==> config.mk <==
export PLATFORM = sky130hd
export DESIGN_NAME = gmcc_top
export DESIGN_NICKNAME = d
export VERILOG_FILES = /design/src/shared/gmcc_pkg.sv /design/src/gmcc_top.sv
export SDC_FILE = /design/constraint.sdc
export NUM_CORES = 1
export LEC_CHECK = 0
export BUFFER_PORTS_ARGS = -buffer_cell sky130_fd_sc_hd__buf_2
export CAP_MARGIN = 30
export CORE_UTILIZATION = 40
export DETAILED_ROUTE_END_ITERATION = 10
export PLACE_DENSITY = 0.86
export SKIP_CTS_REPAIR_TIMING = 1
export SYNTH_ARGS = -nofsm -noshare
export SYNTH_HDL_FRONTEND = slang
export SYNTH_SLANG_ARGS = --single-unit
==> constraint.sdc <==
create_clock -name clk -period 3.2 [get_ports clk]
set_clock_uncertainty 0.15 [all_clocks]
set_input_delay 0.64 -clock clk [delete_from_list [all_inputs] [get_ports clk]]
set_output_delay 0.64 -clock clk [all_outputs]
set_load 0.005 [all_outputs]
==> src/shared/gmcc_pkg.sv <==
// Purpose: constants and types for the global master clock configuration
// Assumes: 8-bit register port, one clock
// Notes:   offsets and field positions of the three global registers
`default_nettype none
package gmcc_pkg;
  localparam logic [7:0] ADDR_BANK_SEL  = 8'h00;
  localparam logic [7:0] ADDR_MCFG1     = 8'h09;
  localparam logic [7:0] ADDR_MCFG2     = 8'h0a;
  localparam logic [7:0] RESET_VAL      = 8'h00;
  localparam int         B_BANK         = 0;
  localparam int         B_SOFT_RST     = 7;
  localparam int         B_FROM_IN1     = 5;
  localparam int         B_SRC_SEL      = 4;
  localparam int         B_ROSC_PD      = 3;
  localparam int         B_DBL          = 2;
  localparam int         B_AINC_DIS     = 4;
  localparam logic [7:0] MCFG1_WMASK    = 8'hbf;
  localparam logic [7:0] MCFG2_WMASK    = 8'h77;
  localparam logic [1:0] XPIN_OFF       = 2'h0;
  localparam logic [1:0] XPIN_CRYSTAL   = 2'h1;
  localparam logic [1:0] XPIN_SINGLE    = 2'h2;
  localparam logic [1:0] MRANGE_LOW     = 2'h0;
  localparam logic [1:0] MRANGE_MID     = 2'h1;
  localparam logic [1:0] MRANGE_HIGH    = 2'h2;
  localparam logic [1:0] MRANGE_NONE    = 2'h3;
  localparam int         B_XPIN         = 0;
  localparam int         W_XPIN         = 2;
  localparam int         B_MRANGE       = 1;
  localparam int         W_MRANGE       = 2;
  localparam int         B_EXT_SW       = 5;
  localparam int         W_EXT_SW       = 2;
  localparam int         B_STRAP_DEF    = 0;
  localparam logic [7:0] MCFG1_RST_ONLY = 8'h80;

  typedef enum logic [1:0] {
    GMCC_SRC_RING = 2'b00,
    GMCC_SRC_XPIN = 2'b01,
    GMCC_SRC_IN1  = 2'b10
  } gmcc_src_type;

  typedef struct packed {
    logic       we;
    logic       re;
    logic [7:0] addr;
    logic [7:0] wdata;
  } gmcc_req_type;

  typedef struct packed {
    gmcc_src_type src;
    logic         ring_osc_enable;
    logic         doubler_enable;
    logic         crystal_drv_enable;
    logic         single_ended_enable;
    logic [1:0]   mclk_range;
    logic         range_valid;
    logic [1:0]   external_switch_source;
    logic         auto_increment_disable;
  } gmcc_ctl_type;
endpackage : gmcc_pkg
`default_nettype wire

==> src/gmcc_top.sv <==
// Purpose: global master clock and bank select configuration logic
// Assumes: register port is synchronous; reads return the same cycle
// Notes:   soft reset holds core reset while the reset bit is set
`default_nettype none
// Contract
// - bank bit maps registers or nonvolatile memory
// - bank select is write-only, reads zero
// - soft reset forces all fields except the reset bit to default
// - soft reset keeps pin-captured defaults
// - input-one select overrides master clock select
// - source bit picks ring or oscillator pin
// - power-down bit stops ring oscillator
// - doubler bit enables or powers doubler
// - crystal pin mode decodes three modes
// - auto-increment disable stops address increment
// - range field decodes three frequency bands
// - switch source field picks one of four pins
module gmcc_top
  import gmcc_pkg::*;
(
  input  wire logic                   clk,
  input  wire logic                   rst,
  input  wire gmcc_pkg::gmcc_req_type req,
  input  wire logic [3:0]             gpio_in,
  input  wire logic [7:0]             pin_strap,
  output logic [7:0]                  rdata,
  output logic                        nvm_select,
  output logic                        nvm_access,
  output logic                        core_reset,
  output gmcc_pkg::gmcc_ctl_type      ctl,
  output logic                        external_switch,
  output logic                        pin_default
);
  logic [7:0] bank_r, bank_nxt;
  logic [7:0] mcfg1_r, mcfg1_nxt;
  logic [7:0] mcfg2_r, mcfg2_nxt;
  logic [7:0] strap_r, strap_nxt;
  logic       strap_take_r, strap_take_nxt;
  logic       soft_rst;
  logic       wr_upper;
  logic [1:0] xpin_mode;
  logic [1:0] range_code;
  logic [1:0] switch_pick;

  assign soft_rst    = mcfg1_r[B_SOFT_RST];
  assign wr_upper    = req.addr != ADDR_BANK_SEL;
  // fields sliced once so the decode and its checks read the same bits
  assign xpin_mode   = mcfg1_r[B_XPIN +: W_XPIN];
  assign range_code  = mcfg2_r[B_MRANGE +: W_MRANGE];
  assign switch_pick = mcfg2_r[B_EXT_SW +: W_EXT_SW];

  always_comb begin
    bank_nxt       = bank_r;
    mcfg1_nxt      = mcfg1_r;
    mcfg2_nxt      = mcfg2_r;
    strap_nxt      = strap_r;
    strap_take_nxt = 1'b0;
    if (strap_take_r) begin
      strap_nxt = pin_strap;
    end
    if (req.we && req.addr == ADDR_BANK_SEL) begin
      bank_nxt         = RESET_VAL;
      bank_nxt[B_BANK] = req.wdata[B_BANK];
    end
    // registers at upper offsets are hidden while the memory bank is mapped
    if (req.we && wr_upper && !bank_r[B_BANK]) begin
      if (req.addr == ADDR_MCFG1) begin
        mcfg1_nxt = req.wdata & MCFG1_WMASK;
      end else if (req.addr == ADDR_MCFG2) begin
        mcfg2_nxt = req.wdata & MCFG2_WMASK;
      end
    end
    if (soft_rst) begin
      // only the reset bit itself may change while held
      bank_nxt  = RESET_VAL;
      mcfg2_nxt = RESET_VAL;
      mcfg1_nxt = mcfg1_nxt & MCFG1_RST_ONLY;
    end
  end

  always_ff @(posedge clk) begin
    if (rst) begin
      bank_r       <= RESET_VAL;
      mcfg1_r      <= RESET_VAL;
      mcfg2_r      <= RESET_VAL;
      strap_r      <= RESET_VAL;
      strap_take_r <= 1'b1;
    end else begin
      bank_r       <= bank_nxt;
      mcfg1_r      <= mcfg1_nxt;
      mcfg2_r      <= mcfg2_nxt;
      strap_r      <= strap_nxt;
      strap_take_r <= strap_take_nxt;
    end
  end

  // reads of the bank select return zero, not the written value
  always_comb begin
    rdata = RESET_VAL;
    if (req.re && !bank_r[B_BANK]) begin
      if (req.addr == ADDR_MCFG1) begin
        rdata = mcfg1_r;
      end else if (req.addr == ADDR_MCFG2) begin
        rdata = mcfg2_r;
      end
    end
  end

  assign nvm_select  = bank_r[B_BANK];
  assign nvm_access  = (req.we || req.re) && wr_upper && bank_r[B_BANK];
  assign core_reset  = soft_rst;
  assign pin_default = strap_r[B_STRAP_DEF];

  always_comb begin
    ctl = '0;
    if (mcfg1_r[B_FROM_IN1]) begin
      ctl.src = GMCC_SRC_IN1;
    end else if (mcfg1_r[B_SRC_SEL]) begin
      ctl.src = GMCC_SRC_XPIN;
    end else begin
      ctl.src = GMCC_SRC_RING;
    end
    ctl.ring_osc_enable     = !mcfg1_r[B_ROSC_PD];
    ctl.doubler_enable      = mcfg1_r[B_DBL];
    ctl.crystal_drv_enable  = xpin_mode == XPIN_CRYSTAL;
    ctl.single_ended_enable = xpin_mode == XPIN_SINGLE;
    ctl.mclk_range          = range_code;
    ctl.range_valid         = range_code != MRANGE_NONE;
    ctl.external_switch_source = switch_pick;
    ctl.auto_increment_disable = mcfg2_r[B_AINC_DIS];
  end

  assign external_switch = gpio_in[switch_pick];

  a_soft_reset_clears : assert property (
    @(posedge clk) disable iff (rst)
    soft_rst |=> mcfg2_r == RESET_VAL &&
      (mcfg1_r & ~MCFG1_RST_ONLY) == RESET_VAL)
    else $error("fields not default during soft reset");
  a_in1_override : assert property (
    @(posedge clk) disable iff (rst)
    mcfg1_r[B_FROM_IN1] |-> ctl.src == GMCC_SRC_IN1)
    else $error("input one did not override source");
  a_src_select : assert property (
    @(posedge clk) disable iff (rst)
    !mcfg1_r[B_FROM_IN1] |->
      (ctl.src == GMCC_SRC_XPIN) == mcfg1_r[B_SRC_SEL])
    else $error("source select mismatch");
  a_src_ring : assert property (
    @(posedge clk) disable iff (rst)
    !mcfg1_r[B_FROM_IN1] && !mcfg1_r[B_SRC_SEL] |->
      ctl.src == GMCC_SRC_RING)
    else $error("ring oscillator not selected");
  a_bank_write : assert property (
    @(posedge clk) disable iff (rst)
    (req.we && req.addr == ADDR_BANK_SEL && !soft_rst)
      |=> nvm_select == $past(req.wdata[B_BANK]))
    else $error("bank select not taken");
  a_bank_reads_zero : assert property (
    @(posedge clk) disable iff (rst)
    (req.addr == ADDR_BANK_SEL) |-> rdata == RESET_VAL)
    else $error("bank select read nonzero");
  a_ring_pd : assert property (
    @(posedge clk) disable iff (rst)
    ctl.ring_osc_enable != mcfg1_r[B_ROSC_PD])
    else $error("ring oscillator power mismatch");
  a_mode_exclusive : assert property (
    @(posedge clk) disable iff (rst)
    !(ctl.crystal_drv_enable && ctl.single_ended_enable))
    else $error("two crystal pin modes active");
  a_resume_default : assert property (
    @(posedge clk) disable iff (rst)
    $fell(soft_rst) |-> mcfg2_r == RESET_VAL && !ctl.doubler_enable)
    else $error("fields not default after soft reset");
  a_switch_pick : assert property (
    @(posedge clk) disable iff (rst)
    external_switch == gpio_in[ctl.external_switch_source])
    else $error("switch source mismatch");
  a_doubler_follow : assert property (
    @(posedge clk) disable iff (rst)
    ctl.doubler_enable == mcfg1_r[B_DBL])
    else $error("doubler enable mismatch");
  a_xtal_decode : assert property (
    @(posedge clk) disable iff (rst)
    ctl.crystal_drv_enable == (xpin_mode == XPIN_CRYSTAL))
    else $error("crystal driver decode mismatch");
  a_single_decode : assert property (
    @(posedge clk) disable iff (rst)
    ctl.single_ended_enable == (xpin_mode == XPIN_SINGLE))
    else $error("single ended decode mismatch");
  a_range_valid : assert property (
    @(posedge clk) disable iff (rst)
    ctl.range_valid == (ctl.mclk_range != MRANGE_NONE))
    else $error("range valid flag mismatch");
  a_ainc_follow : assert property (
    @(posedge clk) disable iff (rst)
    ctl.auto_increment_disable == mcfg2_r[B_AINC_DIS])
    else $error("auto increment disable mismatch");
  a_upper_refused : assert property (
    @(posedge clk) disable iff (rst)
    req.we && nvm_select && req.addr != ADDR_BANK_SEL
      |=> mcfg1_r == $past(mcfg1_r) && mcfg2_r == $past(mcfg2_r))
    else $error("register written while memory mapped");
  a_nvm_read_blank : assert property (
    @(posedge clk) disable iff (rst)
    req.re && nvm_select && req.addr != ADDR_BANK_SEL
      |-> nvm_access && rdata == RESET_VAL)
    else $error("register read while memory mapped");
  a_strap_hold : assert property (
    @(posedge clk) disable iff (rst)
    soft_rst && !strap_take_r |=> pin_default == $past(pin_default))
    else $error("pin default resampled in soft reset");
  a_bank_in_reset : assert property (
    @(posedge clk) disable iff (rst)
    soft_rst |=> !nvm_select)
    else $error("bank select kept during soft reset");
  a_reset_bit_only : assert property (
    @(posedge clk) disable iff (rst)
    soft_rst && req.we && req.addr == ADDR_MCFG1
      |=> core_reset == $past(req.wdata[B_SOFT_RST]))
    else $error("reset bit not writable in soft reset");
  a_write_lands : assert property (
    @(posedge clk) disable iff (rst)
    req.we && !nvm_select && !soft_rst && req.addr == ADDR_MCFG2
      |=> mcfg2_r == ($past(req.wdata) & MCFG2_WMASK))
    else $error("second register write not taken");

  c_soft_reset : cover property (@(posedge clk) $rose(soft_rst));
  c_soft_exit : cover property (@(posedge clk) $fell(soft_rst));
  c_in1_source : cover property (@(posedge clk) ctl.src == GMCC_SRC_IN1);
  c_xpin_source : cover property (@(posedge clk) ctl.src == GMCC_SRC_XPIN);
  c_nvm_mapped : cover property (@(posedge clk) nvm_access);
endmodule : gmcc_top
`default_nettype wire
==> flow_metrics.tcl <==
set metrics [dict create \
    period_needed_ps 2470 \
    crit_arrival_ps 1680 \
    finalSetupViolCount 0 \
    crit_required_ps 2410 \
    dr.pass1.iters 4 \
    synth_ff_type "dfxtp_1" \
    max-vdd-ir-drop_mv 0.181 \
    slew_headroom_pct 77.4 \
    final_util_pct 55.0 \
    post-route-period-util_pct 77.1 \
    grt_util_all_layers_pct 17.5 \
    drc 0 \
    ys_async_sr_fraction_pct 0 \
    fill_cells 207 \
    final_hold_viol_count 0 \
    finalWeightedCongestion 0.707 \
    syn_inst 100 \
    crit_family "simple AND/OR/NAND/NOR gates" \
    port-buffer-count 49 \
    power_leakage_nw 0.585 \
    synth-seq-cells 16 \
    ant_nets 0 \
    fmax_ghz 0.405 \
    synth_top_area_share_pct 35.6 \
    crit_fanout 5 \
    routedWlPerCell_microns 12.7 \
    area_growth_pct 24.8 \
    cts_root_buf "clkbuf_4" \
    die_w_microns 49.4 \
    slew_violations 0 \
    cts_tree "built" \
    dp_hpwl_microns 1660 \
    final-seq-area_sq_um 320 \
    numCtsBuffers 3 \
    crit_chain "buf_2, nor2_1, nand4b_1, nor2_1, buf_2" \
    critPathBufInv 2 \
    clock_path_buffers 2 \
    htree_levels 1 \
    total_power_mw 0.341 \
    grt_max_degree 21 \
    start_util_pct 44.1 \
    grt_overflow 0 \
    post-route-cell-area_sq_um 1120 \
    synth_area_leaders "dfxtp_1 36%, mux2i_1 17%, nand2_1 8.8%" \
    hold_class "reg -> reg" \
    synth_fp_nets 132 \
    dpl_cell_area_sq_um 1100 \
    clock_latency_ps 270 \
    grt_pass1_vias 816 \
    drt_iter0_drc 24 \
    netlist_area_sq_um 900 \
    coreArea_sq_um 2040 \
    fp.dieH_microns 49.4 \
    synth.distinct_cells 25 \
    worstMarginPinSlew_ps 338 \
    num_vias 875 \
    antenna_found_initial 0 \
    vias_per_cell 5.21 \
    multi_input_area_sq_um 489 \
    cts_sinks 16 \
    ys_seq_area_share_pct 35.6 \
    status "complete, no violations" \
    tns_ps 0 \
    syn_avg_cell_area_sq_um 9.00 \
    end_kind "output port" \
    finalWirelength_microns 2130 \
    hold_ws_ps 326 \
    ios 57 \
    rsz0062_at_grt "no" \
    power_density_nw_per_um2 304 \
    final_layout_size_suffix_gt1_share_pct 40.4 \
    antenna_cells 0 \
    path_class "in -> out" \
    synth_edf_count 0 \
    cp-start-kind "input pin" \
    synth_commonest_cells "21 x nand2_1, 16 x dfxtp_1, 15 x mux2i_1" \
    synth.most_common_cell "nand2_1" \
    crit_slowest_cell "nand4b_1" \
    slowest_delay_ps 300 \
    clk_pin_slew_ps 90 \
    synth_warnings 0 \
    nNetsFinal 175 \
    yosysTopAreaCell "dfxtp_1" \
    die-area_sq_um 2440 \
    maxCapViolCount 0 \
    rows 16 \
    grt_pass1_wl_microns 3330 \
]
==> stage by stage <==
| step | instances | setup slack [ps] |
|---|---|---|
| after floorplan | 100 | 1140 |
| after CTS | 168 | 747 |
| after global routing | 168 | 633 |
| final | 168 | 733 |
| after detailed placement | 165 | 756 |
| after global placement | 165 | 789 |
==> area by class of cell <==
| type | count | share of cell area (%) |
|---|---|---|
| Clock buffer | 3 | 2.01 |
| Inverter | 1 | 0.334 |
| Multi-Input combinational cell | 71 | 43.6 |
| Sequential cell | 16 | 28.5 |
| Tap cell | 27 | 3.01 |
| Timing Repair Buffer | 50 | 22.5 |
==> tightest hold or removal path: cells and delay by family, from the launching register on <==
kind / cells / cell delay, ps
DFF: 1 / 330
muxes: 1 / 50
and+or+nand+nor: 1 / 60
==> cells in the final DEF, fill, tap and decap left out, drive strengths merged <==
| cell type | n |
|---|---|
| clkbuf | 3 |
| inv | 1 |
| nand4b | 1 |
| nor4b | 1 |
| dfxtp | 16 |
| a31oi | 1 |
| nand4 | 2 |
| nor2 | 8 |
| and3 | 4 |
| a22oi | 5 |
| buf | 50 |
| and4bb | 1 |
| o21ai | 1 |
| mux4 | 1 |
| nor3 | 2 |
| nor2b | 3 |
| and3b | 2 |
| nand2 | 21 |
| nand2b | 2 |
| mux2i | 15 |
| and4b | 1 |
==> kinds of logic (layout without fill, tap and decap cells) <==
logic type,Yosys count,after routing,share of synthesized area [%]
AO/OA/AOI/OAI,7,7,5.42
buffers and inverters,13,54,10.0
flip-flops,16,16,35.6
multiplexers,16,16,19.2
AND/OR/NAND/NOR,48,48,29.8
==> power breakdown <==
part	switching, mW	internal [mW]	total, mW
registers	0.000725	0.201	0.201
clock network	0.0575	0.0435	0.101
logic	0.0203	0.0187	0.0389
==> metal layers <==
layer | share of wire, % | vias up | global-route usage, %
met3 | 6.8 | 0 | 2.18
li1 | - | 428 | -
met4 | 0 | 0 | 4.76
met2 | 50 | 44 | 33.1
met1 | 43 | 403 | 20.3
met5 | 0 | - | 0
==> state kept, by name (all words and copies together) (netlist names) <==
signal        count
strap_r           1
mcfg1_r           7
bank_r            1
strap_take_r      1
mcfg2_r           6
==> worst paths after layout <==
path	start	end	slack, ps	cells after the start
max reg2reg	bank_r[0]	mcfg1_r[5]	1770	3
min	mcfg1_r[4]	mcfg1_r[4]	330	2
max	req[15]	rdata[5]	730	5
min reg2reg	mcfg1_r[4]	mcfg1_r[4]	330	2
No activity file was read; power rests on OpenSTA's default activity.
